--- src/verilog/ssr_defines.svh ---
// bit positions, reset values and error number ranges of the status logic
// assumes inclusion by the design file only
`ifndef SSR_DEFINES_SVH
`define SSR_DEFINES_SVH
`define SSR_STB_QUES      3
`define SSR_STB_ERR       2
`define SSR_STB_MAV       4
`define SSR_STB_ESB       5
`define SSR_STB_MSS       6
`define SSR_STB_OPER      7
`define SSR_ESR_OPC       0
`define SSR_ESR_QYE       2
`define SSR_ESR_DDE       3
`define SSR_ESR_EXE       4
`define SSR_ESR_CME       5
`define SSR_ESR_URQ       6
`define SSR_ESR_PON       7
`define SSR_ESR_USED      8'hFD
`define SSR_STB_USED      8'hFC
`define SSR_SRE_IGN       8'h40
`define SSR_MASK_RST      8'h00
`define SSR_ESR_RST       8'h80
`define SSR_ERR_DEV_LO    (-399)
`define SSR_ERR_DEV_HI    (-300)
`define SSR_ERR_EXE_LO    (-299)
`define SSR_ERR_EXE_HI    (-200)
`define SSR_ERR_CMD_LO    (-199)
`define SSR_ERR_CMD_HI    (-100)
`endif

--- src/verilog/ssr_pkg.sv ---
// types shared by the status byte and event status logic
// assumes the defines header is on the include path
package ssr_pkg;
  typedef enum logic [2:0] {
    SSR_EV_NONE  = 3'b000,
    SSR_EV_QUERY = 3'b001,
    SSR_EV_DEV   = 3'b010,
    SSR_EV_EXEC  = 3'b011,
    SSR_EV_CMD   = 3'b100
  } ssr_err_kind_t;

  typedef struct packed {
    logic        valid;
    ssr_err_kind_t kind;
    logic [15:0] code;
  } ssr_err_t;

  typedef struct packed {
    logic       wr_ese;
    logic       wr_sre;
    logic [7:0] data;
  } ssr_mask_wr_t;

  typedef enum logic [1:0] {
    SSR_OPC_IDLE = 2'b00,
    SSR_OPC_WAIT = 2'b01
  } ssr_opc_state_t;
endpackage

--- src/verilog/ssr_status.sv ---
// status byte, event status register and service request generation
// assumes the command parser drives one-cycle pulses synchronous to clk
`timescale 1ns/1ns
`include "ssr_defines.svh"

////////////////////////////////////////////////////////////////////////////
// How it works
// - new error queue entry sets status byte bit 2.
// - request mask bit 2 set makes every new error entry request service.
// - bit 3 set when questionable summary (event and enable) is set.
// - bit 4 set while a response message waits in output queue.
// - bit 5 set when any enabled event status bit is set.
// - bit 6 set when another enabled status byte bit is set.
// - bit 7 set when operation summary (event and enable) is set.
// - event summary bit set when an enabled event bit rises 0 to 1.
// - event enable mask written by set command, read back by query.
// - event bit 0 set after op-complete once prior commands are done.
// - event bit 2 set on read without query or unfetched response.
// - device error sets bit 3 and queues code -300..-399 or positive.
// - execution error sets bit 4 and queues code -200..-299.
// - command error sets bit 5 and queues code -100..-199.
// - event bit 6 set on switch from remote to local control.
// - event bit 7 set at power on.
// - reading the event status register returns it then clears it.
// - request mask bit 6 ignored; enabled bit rising requests service.
// - status byte answered to both query and serial poll.
module ssr_status
  import ssr_pkg::*;
#(
  parameter int ERRQ_DEPTH = 16                // error queue entries
) (
  input  wire logic         clk,                // 20 MHz system clock
  input  wire logic         srst,               // power-on clear
  input  wire ssr_mask_wr_t mask_wr,            // mask set commands
  input  wire logic         opc_cmd,            // op-complete received
  input  wire logic         cmds_idle,          // prior commands done
  input  wire ssr_err_t     err_in,             // error report pulse
  input  wire logic         err_pop,            // error queue read
  input  wire logic         to_local,           // remote to local switch
  input  wire logic         msg_waiting,        // output queue not empty
  input  wire logic         ques_summary,       // questionable sum bit
  input  wire logic         oper_summary,       // operation sum bit
  input  wire logic         esr_read,           // event status query
  input  wire logic         stb_read,           // status byte query
  input  wire logic         serial_poll,        // bus serial poll
  output logic [7:0]        event_enable_mask,  // readback of mask
  output logic [7:0]        request_enable_mask,// readback of mask
  output logic [7:0]        standard_event_status, // held event bits
  output logic [7:0]        esr_rdata,          // captured on read
  output logic [7:0]        summary_status_byte,// live status byte
  output logic [7:0]        stb_rdata,          // captured on read
  output logic              service_request,    // request line
  output logic [15:0]       err_head,           // oldest error code
  output logic              err_empty           // error queue empty
);

  localparam int AW = $clog2(ERRQ_DEPTH);

  logic [7:0]    ese_q, sre_q, esr_q, esr_d, esr_rd_q, stb_rd_q;
  logic [7:0]    stb_c, stb_prev_q;
  logic          srq_q;
  logic [15:0]   errq_mem [ERRQ_DEPTH];
  logic [AW-1:0] wp_q, rp_q;
  logic [AW:0]   cnt_q;
  ssr_opc_state_t opc_q;
  logic          opc_done;
  logic          err_push;
  logic          err_pop_ok;

  function automatic logic in_range(input logic [15:0] c,
                                    input int lo, input int hi);
    int v;
    v = int'($signed(c));
    return (v >= lo) && (v <= hi);
  endfunction

  ////////////////////////////////////////////////////////////////////////////
  // masks, written and read back over the command port
  always_ff @(posedge clk) begin
    if (srst) begin
      ese_q <= `SSR_MASK_RST;
      sre_q <= `SSR_MASK_RST;
    end else begin
      if (mask_wr.wr_ese) ese_q <= mask_wr.data;
      if (mask_wr.wr_sre) sre_q <= mask_wr.data & ~`SSR_SRE_IGN;
    end
  end

  ////////////////////////////////////////////////////////////////////////////
  // operation complete waits until earlier commands have drained
  always_ff @(posedge clk) begin
    if (srst) begin
      opc_q <= SSR_OPC_IDLE;
    end else begin
      case (opc_q)
        SSR_OPC_IDLE: if (opc_cmd && !cmds_idle) opc_q <= SSR_OPC_WAIT;
        SSR_OPC_WAIT: if (cmds_idle) opc_q <= SSR_OPC_IDLE;
        default:      opc_q <= SSR_OPC_IDLE;
      endcase
    end
  end
  assign opc_done = (opc_q == SSR_OPC_IDLE && opc_cmd && cmds_idle) ||
                    (opc_q == SSR_OPC_WAIT && cmds_idle);

  ////////////////////////////////////////////////////////////////////////////
  // event status: sets win over the clear-on-read
  always_comb begin
    esr_d = esr_read ? 8'h00 : esr_q;
    if (opc_done) esr_d[`SSR_ESR_OPC] = 1'b1;
    if (err_in.valid && err_in.kind == SSR_EV_QUERY)
      esr_d[`SSR_ESR_QYE] = 1'b1;
    if (err_in.valid && err_in.kind == SSR_EV_DEV)
      esr_d[`SSR_ESR_DDE] = 1'b1;
    if (err_in.valid && err_in.kind == SSR_EV_EXEC)
      esr_d[`SSR_ESR_EXE] = 1'b1;
    if (err_in.valid && err_in.kind == SSR_EV_CMD)
      esr_d[`SSR_ESR_CME] = 1'b1;
    if (to_local) esr_d[`SSR_ESR_URQ] = 1'b1;
    esr_d = esr_d & `SSR_ESR_USED;
  end

  always_ff @(posedge clk) begin
    if (srst) begin
      esr_q    <= `SSR_ESR_RST;
      esr_rd_q <= 8'h00;
    end else begin
      esr_q <= esr_d;
      if (esr_read) esr_rd_q <= esr_q;
    end
  end

  ////////////////////////////////////////////////////////////////////////////
  // error queue; a full queue drops the newest entry
  assign err_push = err_in.valid && err_in.kind != SSR_EV_NONE &&
                    cnt_q != (AW+1)'(ERRQ_DEPTH);

  always_ff @(posedge clk) begin
    if (err_push) errq_mem[wp_q] <= err_in.code;
  end

  always_ff @(posedge clk) begin
    if (srst) begin
      wp_q  <= '0;
      rp_q  <= '0;
      cnt_q <= '0;
    end else begin
      if (err_push) wp_q <= wp_q + 1'b1;
      if (err_pop_ok) rp_q <= rp_q + 1'b1;
      cnt_q <= cnt_q + (AW+1)'(err_push) - (AW+1)'(err_pop_ok);
    end
  end
  assign err_head  = (cnt_q != '0) ? errq_mem[rp_q] : 16'h0000;
  assign err_empty = (cnt_q == '0);
  assign err_pop_ok = err_pop && cnt_q != '0;

  ////////////////////////////////////////////////////////////////////////////
  // status byte and service request
  always_comb begin
    stb_c = 8'h00;
    stb_c[`SSR_STB_ERR]  = !err_empty;
    stb_c[`SSR_STB_QUES] = ques_summary;
    stb_c[`SSR_STB_MAV]  = msg_waiting;
    stb_c[`SSR_STB_ESB]  = |(esr_q & ese_q);
    stb_c[`SSR_STB_OPER] = oper_summary;
    stb_c[`SSR_STB_MSS]  = |(stb_c & sre_q & ~`SSR_SRE_IGN);
    stb_c = stb_c & `SSR_STB_USED;
  end

  always_ff @(posedge clk) begin
    if (srst) begin
      stb_prev_q <= 8'h00;
      srq_q      <= 1'b0;
      stb_rd_q   <= 8'h00;
    end else begin
      stb_prev_q <= stb_c;
      // a new error entry re-requests even when bit 2 already stood
      if (|(stb_c & ~stb_prev_q & sre_q & ~`SSR_SRE_IGN) ||
          (err_push && sre_q[`SSR_STB_ERR]))
        srq_q <= 1'b1;
      else if (!stb_c[`SSR_STB_MSS])
        srq_q <= 1'b0;
      if (stb_read || serial_poll) stb_rd_q <= stb_c;
    end
  end

  assign event_enable_mask     = ese_q;
  assign request_enable_mask   = sre_q;
  assign standard_event_status = esr_q;
  assign esr_rdata             = esr_rd_q;
  assign summary_status_byte   = stb_c;
  assign stb_rdata             = stb_rd_q;
  assign service_request       = srq_q;

  ////////////////////////////////////////////////////////////////////////////
  AST_ERR_BIT: assert property (@(posedge clk) disable iff (srst)
    err_push |=> summary_status_byte[2])
    else $error("error entry did not set status bit 2");
  AST_ERR_SRQ: assert property (@(posedge clk) disable iff (srst)
    err_push && sre_q[2] && !mask_wr.wr_sre |=> service_request)
    else $error("error entry with mask bit 2 gave no request");
  AST_QUES: assert property (@(posedge clk) disable iff (srst)
    summary_status_byte[3] == ques_summary)
    else $error("questionable bit wrong");
  AST_MAV: assert property (@(posedge clk) disable iff (srst)
    summary_status_byte[4] == msg_waiting)
    else $error("message bit wrong");
  AST_ESB: assert property (@(posedge clk) disable iff (srst)
    summary_status_byte[5] == |(standard_event_status & event_enable_mask))
    else $error("event summary bit wrong");
  AST_MSS: assert property (@(posedge clk) disable iff (srst)
    summary_status_byte[6] == |(summary_status_byte & sre_q & 8'hBF))
    else $error("master summary bit wrong");
  AST_OPER: assert property (@(posedge clk) disable iff (srst)
    summary_status_byte[7] == oper_summary)
    else $error("operation bit wrong");
  AST_ESE_WR: assert property (@(posedge clk) disable iff (srst)
    mask_wr.wr_ese |=> event_enable_mask == $past(mask_wr.data))
    else $error("event mask not written");
  AST_OPC: assert property (@(posedge clk) disable iff (srst)
    opc_cmd && cmds_idle |=> standard_event_status[0])
    else $error("op complete not recorded");
  AST_CME: assert property (@(posedge clk) disable iff (srst)
    err_in.valid && err_in.kind == SSR_EV_CMD |=> standard_event_status[5])
    else $error("command error not recorded");
  AST_URQ: assert property (@(posedge clk) disable iff (srst)
    to_local |=> standard_event_status[6])
    else $error("user request not recorded");
  AST_RDCLR: assert property (@(posedge clk) disable iff (srst)
    esr_read && !opc_cmd && !err_in.valid && !to_local && opc_q ==
    SSR_OPC_IDLE |=> standard_event_status == 8'h00 &&
    esr_rdata == $past(standard_event_status))
    else $error("event read did not return and clear");
  AST_SRE6: assert property (@(posedge clk) disable iff (srst)
    !request_enable_mask[6])
    else $error("request mask bit 6 kept");
  AST_ZERO: assert property (@(posedge clk) disable iff (srst)
    summary_status_byte[1:0] == 2'b00 && !standard_event_status[1])
    else $error("unused bit set");
  AST_EMPTY: assert property (@(posedge clk) disable iff (srst)
    err_empty |-> !summary_status_byte[2])
    else $error("error bit set with empty queue");

  ////////////////////////////////////////////////////////////////////////////
  // event capture, request timing and values that stand until their event
  AST_QYE: assert property (@(posedge clk) disable iff (srst)
    err_in.valid && err_in.kind == SSR_EV_QUERY |=> standard_event_status[2])
    else $error("query error not recorded");
  AST_DDE: assert property (@(posedge clk) disable iff (srst)
    err_in.valid && err_in.kind == SSR_EV_DEV |=> standard_event_status[3])
    else $error("device error not recorded");
  AST_EXE: assert property (@(posedge clk) disable iff (srst)
    err_in.valid && err_in.kind == SSR_EV_EXEC |=> standard_event_status[4])
    else $error("execution error not recorded");
  AST_ESB_RISE: assert property (@(posedge clk) disable iff (srst)
    err_in.valid && err_in.kind == SSR_EV_CMD && event_enable_mask[5] &&
    !mask_wr.wr_ese |=> summary_status_byte[5])
    else $error("enabled event rise gave no event summary");
  AST_PON: assert property (@(posedge clk) disable iff (srst)
    $fell(srst) |-> standard_event_status[7])
    else $error("power on bit missing after reset");
  AST_STB_CAP: assert property (@(posedge clk) disable iff (srst)
    stb_read || serial_poll |=> stb_rdata == $past(summary_status_byte))
    else $error("status byte read not captured");
  AST_SRQ_RISE: assert property (@(posedge clk) disable iff (srst)
    |(summary_status_byte & ~$past(summary_status_byte) & request_enable_mask)
    |=> service_request)
    else $error("enabled status bit rise gave no request");
  // the request line may outlive the master bit by one cycle, no longer
  AST_SRQ_DROP: assert property (@(posedge clk) disable iff (srst)
    !summary_status_byte[6] && !err_push |=> !service_request)
    else $error("request stood without master summary");
  AST_ERR_HEAD: assert property (@(posedge clk) disable iff (srst)
    err_push && err_empty |=> err_head == $past(err_in.code))
    else $error("queued error code not at head");
  AST_ERR_DRAIN: assert property (@(posedge clk) disable iff (srst)
    err_pop && cnt_q == (AW+1)'(1) && !err_push |=> err_empty)
    else $error("last error read did not empty queue");
  AST_POP_EMPTY: assert property (@(posedge clk) disable iff (srst)
    err_pop && err_empty && !err_push |=> err_empty)
    else $error("read of empty queue changed it");
  AST_ERR_SET: assert property (@(posedge clk) disable iff (srst)
    !err_empty |-> summary_status_byte[2])
    else $error("error bit clear with entries queued");
  AST_SRE_WR: assert property (@(posedge clk) disable iff (srst)
    mask_wr.wr_sre |=> request_enable_mask == ($past(mask_wr.data) & 8'hBF))
    else $error("request mask not written");
  AST_ESE_HOLD: assert property (@(posedge clk) disable iff (srst)
    !mask_wr.wr_ese |=> $stable(event_enable_mask))
    else $error("event mask changed without write");
  AST_OPC_WAIT: assert property (@(posedge clk) disable iff (srst)
    opc_cmd && !cmds_idle && opc_q == SSR_OPC_IDLE &&
    !standard_event_status[0] |=> !standard_event_status[0])
    else $error("op complete set while commands busy");
  AST_ESR_HOLD: assert property (@(posedge clk) disable iff (srst)
    !esr_read |=> (standard_event_status & $past(standard_event_status)) ==
    $past(standard_event_status))
    else $error("event bit lost without read");
  AST_ESR_RD_HOLD: assert property (@(posedge clk) disable iff (srst)
    !esr_read |=> $stable(esr_rdata))
    else $error("event read value changed without read");
  AST_STB_RD_HOLD: assert property (@(posedge clk) disable iff (srst)
    !stb_read && !serial_poll |=> $stable(stb_rdata))
    else $error("status byte capture changed without read");

endmodule // ssr_status

--- config.mk ---
export PLATFORM = sky130hd
export DESIGN_NAME = ssr_status
export DESIGN_NICKNAME = d
export VERILOG_FILES = /design/src/verilog/ssr_pkg.sv /design/src/verilog/ssr_status.sv
export VERILOG_INCLUDE_DIRS = /design/src /design/src/verilog
export SDC_FILE = /design/constraint.sdc
export NUM_CORES = 1
export LEC_CHECK = 0
export ABC_AREA = 1
export BUFFER_PORTS_ARGS = -buffer_cell sky130_fd_sc_hd__buf_2
export CAP_MARGIN = 20
export CORE_MARGIN = 2
export CORE_UTILIZATION = 40
export CTS_BUF_LIST = sky130_fd_sc_hd__clkbuf_4
export DETAILED_ROUTE_END_ITERATION = 8
export PLACE_DENSITY = 0.64
export SYNTH_ARGS = -nofsm -noshare
export SYNTH_HDL_FRONTEND = slang
export SYNTH_SLANG_ARGS = --single-unit
--- constraint.sdc ---
create_clock -name clk -period 3.9 [get_ports clk]
set_input_delay 0.39 -clock clk [delete_from_list [all_inputs] [get_ports clk]]
set_output_delay 0.39 -clock clk [all_outputs]
set_load 0.02 [all_outputs]
### Yosys cells after proc, flatten, opt, wreduce, memory -nomap -nowiden

Memory sizes are Yosys's and may differ from the RTL's. A register that Yosys moved wholly into a read port is not among the register bits.
Cells that the tools add are included.

| word-level totals | value |
|---|---|
| logic and storage cells | 86 |
| memories kept | 1 |
| bits of input ports | 42 |
| output and inout bits | 66 |
| memory bits (writable) | 256 |
| flip-flop bits (word level) | 61 |

| operators by class | value |
|---|---|
| equality and inequality tests | 9 |
| add/subtract/negate cells | 4 |
| muxes and demuxes | 17 |
| bitwise gates (word level) | 5 |
| reductions and logical operators | 31 |

Memory list:

| memory | words | bits a word | read ports | clocked after Yosys merged registers in | wr ports | RTL line | source |
|---|---|---|---|---|---|---|---|
| errq_mem | 16 | 16 | 1 | 1 | 1 | ssr_status.sv:62 | `logic [15:0] errq_mem [ERRQ_DEPTH];` |

Operators by type and width:

| kind | count |
|---|---|
| 8-bit bitwise AND | 4 |
| 16-bit 2-to-1 mux | 1 |
| 7-bit OR reduction | 2 |
| 1-bit logical AND | 12 |
| 2-bit nonzero test | 6 |
| 1-bit 2-to-1 mux | 10 |
| 4-bit by 1-bit adder with 4-bit output, second input constant | 2 |
| 4-bit 2-to-1 mux | 2 |
| 8-bit 2-to-1 mux | 1 |
| 8-bit NOT | 1 |
| 8-bit OR reduction | 1 |
| 3-bit by 2-bit equality test with 1-bit output, second input constant | 2 |
| 5-bit by 1-bit adder with 5-bit output | 1 |
| 5-bit zero test | 1 |
| 5-bit != test, second input constant | 1 |
| 5-bit nonzero test | 1 |
| 5-bit by 1-bit subtractor with 5-bit output | 1 |
| 2-bit 2-to-1 mux | 2 |
| 2-bit != test, second input constant | 2 |
| 2-bit case mux with 2 select lines | 1 |
| 3-bit by 1-bit equality test with 1-bit output, second input constant | 1 |
| 3-bit equality test, second input constant | 1 |
| 1-bit logical OR | 3 |
| 3-bit nonzero test | 1 |
| other kinds (5) | 6 |

### Logic depth before layout (Yosys ltp)

| depth | value |
|---|---|
| depth in word-level cells | 9 |
| depth in mapped cells | 13 |
| mapped depth without buffers | 13 |

### Least setup slack after synthesis

Ideal clock, no wire load.

| path | value |
|---|---|
| path type | register to register |
| start | register cnt_q[3] |
| end | register cnt_q[4] |
| required time | 3.778 ns |
| stages on the path, launching flop included | 14 |
| period minus slack after synthesis | 2.491 ns |
| library setup time | 0.122 ns |
| data arrival time | 2.369 ns |
| path buffers | 0 |
| slack | 1.409 ns |
| cell sequence | dfxtp_1 inv_1 ha_1 nand3_1 nand2_1 inv_2 ha_1 inv_1 ha_1 fa_1 a21oi_1 o21bai_1 o21ai_0 a21oi_1 |

| between the ends | value |
|---|---|
| cells in the longest elaborated chain, start to end | 4 |
| elaborated cells on any way between the ends | 6 |
| those cells by class | add/sub (2); eq/ne (1); reduce/logical (3) |

Ends and longest elaborated chain:

| element | RTL line | source |
|---|---|---|
| start: declaration | ssr_status.sv:64 | `logic [AW:0] cnt_q;` |
| start signal: assignment | ssr_status.sv:149 | `cnt_q <= cnt_q + (AW+1)'(err_push) - (AW+1)'(err_pop_ok);` |
| 5-bit != test | ssr_status.sv:135 | `cnt_q != (AW+1)'(ERRQ_DEPTH);` |
| 1-bit logical AND | ssr_status.sv:134 | `assign err_push = err_in.valid && err_in.kind != SSR_EV_NONE &&` |
| 5-bit by 1-bit adder with 5-bit output | ssr_status.sv:149 |  |
| 5-bit by 1-bit subtractor with 5-bit output * | ssr_status.sv:149 |  |

Every way passes the cells marked *; elsewhere a longest branch is shown, timed or not.
A chain may end at the register's enable or synchronous reset.

### Worst setup path in the final report

| path | value |
|---|---|
| start | register cnt_q[2] |
| end | output err_head[6] |

| between the ends | value |
|---|---|
| cells in the longest elaborated chain, start to end | 2 |

Ends and longest elaborated chain:

| element | RTL line | source |
|---|---|---|
| 5-bit nonzero test | ssr_status.sv:152 | `assign err_head = (cnt_q != '0) ? errq_mem[rp_q] : 16'h0000;` |
| 16-bit 2-to-1 mux | ssr_status.sv:152 |  |
| end: declaration | ssr_status.sv:53 | `output logic [15:0] err_head,` |

Every way passes these cells.

==> impl_metrics.toml <==
[outcome]
status = "completed"

[sta]
fmax_ghz = 0.304
fin_crit_ns = 3.29
drv_slew = 0
slew_headroom = 0.283
post-route-period-util = 0.843
finalWorstSetupSlack_ns = 0.610
rsz0062_at_grt = "false"
hold_viol = 0
finalSetupViolations = 0
tightest_slew_ns = 1.07
tns_ns = 0
finClkSkew_ns = 0.0554

[global_route]
grt_start_max_net_pins = 71
grt_pass1_wl_um = 49200
antenna_found_initial = 1
grt_pass1_vias = 9163
grt_util_all_layers = 0.190
overflow = 0

[detailed_routing]
wl_per_cell_um = 17.6
drtIter0Drc = 770
via_count = 9158
vias_per_cell = 5.13
dr.pass1.iters = 5
routed_wl_um = 31400
antenna_left = 0
drc = 0

[worst_hold_path]
hp-class = "input port to flip-flop"
holdCritStartpoint = "mask_wr[9]"
holdPathEnd = "event_enable_mask[7]"
worstHoldPathCells = 3

[placement]
post-place-ws_ns = 1.24
dp_hpwl_um = 18400
gp_congestion = 0.789
port-buffer-count = 100
post-place-cells = 1625

[synthesis]
yosys_most_used_dff = "edfxtp_1"
synth_cell_types = 24
netlist.area_leader.share = 0.603
yosysWarningCount = 0
syn_area_um2 = 12700
async_reset_ff_frac = 0
ys_ff_latch = 315
synth.most_common_cell = "nand2_1"
synth_top_area_cell = "edfxtp_1"
netlist_top_cells_area = "edfxtp_1 (60%), nand2_1 (11%), dfxtp_1 (9.3%)"
synth.yosys.seq_area_share = 0.696
yosys-top-cells-count = "nand2_1 (362), edfxtp_1 (256), nand3_1 (206)"
syn_area_per_cell_um2 = 10.9
synth_edf_count = 256
synth_cells = 1173

[critical_path]
worstSetupEndpointType = "primary output"
rrSetupSlack_ns = 1.34
critPathSlowestCell = "clkinv_1"
cp_slowest_stage_delay_ns = 0.64
rr_endpoint = "cnt_q[4]"
path_class = "flip-flop to primary output"
crit_path_max_fanout = 18
r2r-start = "cnt_q[2]"
arrival_ns = 2.90
worstPathCellList = "inv_1, ha_1, nand3_1, clkinv_1, a21oi_1, buf_2"
required_ns = 3.51
start_kind = "flip-flop"
r2r_cells = 13

[clock_tree]
cts_sinks = 315
insertion_delay_ns = 0.69
cts_tree = "yes"
numCtsBuffers = 81
cts_max_path_buffers = 3
clk_pin_slew_ns = 0.07
htreeDepth = 3
cts-root-buf = "clkbuf_4"

[floorplanning]
die_w_um = 183
core-area_um2 = 31500
fp.dieH_um = 183
dieArea_um2 = 33300
ios = 108
rows = 65
initial_core_util = 0.405

[final_layout]
drive_above_1_share = 0.190
antenna_cells = 0
syn2layout_area_growth_pct = 16.0
nFillCells = 2920
nets = 1385
instances_no_fill = 1785
utilization = 0.470

[power_and_ir_drop]
peakVddDrop_v = 0.000249
p_leak_nw = 5.80
powerDensity_nw_per_um2 = 598
p_total_mw = 8.85

[job]
drv_cap = 0
## sequential cells by signal, indices dropped and copies added, names as in the netlist, named ones only
name / cells
cnt_q: 5
errq_mem: 256
esr_rdata: 7
event_enable_mask: 8
opc_q: 1
request_enable_mask: 7
rp_q: 4
service_request: 1
standard_event_status: 7
stb_prev_q: 5
stb_rdata: 6
wp_q: 4
## worst max-delay path: cells and delay by family (launching register included)
kind / cells / cell delay [ns]
compound gates: 1 / 0.53
fa+ha+maj: 1 / 0.22
buf+inv: 3 / 0.95
flops: 1 / 0.34
simple gates: 1 / 0.21
## worst max path at each step
stage / from / to / slack (ns) / cells after the start
floorplan: cnt_q[3] / cnt_q[4] / 1.41 / 13
global placement: err_in[18] / errq_mem[5][6] / 1.30 / 7
detailed placement: err_in[18] / errq_mem[5][6] / 1.24 / 7
CTS: cnt_q[2] / err_head[6] / 0.57 / 6
global route: flip-flop / err_head[12] / 0.39 / 9
finish: cnt_q[2] / err_head[6] / 0.61 / 6
## what timing repair did
item / in CTS / in global routing
setup buffers: 0 / 0
endpoints found under the hold margin: 27 / 0
setup endpoints to repair: 0 / 0
resized for setup: 0 / 0
hold buffers: 23 / 0
## placed cells by master, fill, tap and decap left out, drive strengths merged
master	synthesis	routed
clkbuf	12	114
conb	1	7
o21ai	36	36
ha	11	11
clkinv	2	18
nor3	1	1
dfxtp	59	59
dlygate4sd3	0	23
o21bai	1	1
nand3b	1	1
nand2	363	363
fa	1	1
bufinv	0	2
a21oi	42	42
xor2	2	2
inv	35	37
buf	56	114
xnor2	2	2
nor2	85	85
nand4	1	1
edfxtp	256	256
nand3	206	206
clkinvlp	0	1
## cell type report
class                      instances  area, µm²  share of cell area
inverter                          37        140             0.00948
multi-input combinational        759       3390               0.229
sequential                       315       8870               0.600
timing repair buffer             137        863              0.0584
clock buffer                     114        856              0.0579
clock inverter                    21        160              0.0108
tap                              402        503              0.0340
## cell families after synthesis
| kind of cell | count (synthesis) | share of synthesized area |
|---|---|---|
| and+or+nand+nor | 657 | 0.215 |
| DFF | 315 | 0.696 |
| buffers and inverters | 105 | 0.0430 |
| AOI/OAI and AO/OA | 79 | 0.0312 |
| adders and majority gates | 12 | 0.0124 |
| xor gates and xnor gates | 4 | 0.00275 |
| other | 1 | 0.000294 |
## metal layers
layer | routed length [µm] | global-route usage | up-vias
li1 | - | - | 4372
met1 | 13800 | 0.255 | 4350
met2 | 14400 | 0.302 | 383
met3 | 2560 | 0.0505 | 51
met4 | 575 | 0.0594 | 2
met5 | 13 | 0 | -
## per-stage QoR
step	hold slack (ns)	cell area (µm²)
4_1_cts	0.00201	14800
5_1_grt	0.0354	14800
3_3_place_gp	0.450	13500
3_5_place_dp	0.460	13500
6_report	0.0750	14800
2_1_floorplan	0.447	12800
## report_power, final
group / total, mW / switching [mW] / internal (mW)
Clock: 2.80 / 1.32 / 1.49
Sequential: 3.86 / 0.0778 / 3.78
Combinational: 2.19 / 1.55 / 0.634
Note: power is estimated with default switching activity, not from simulation.
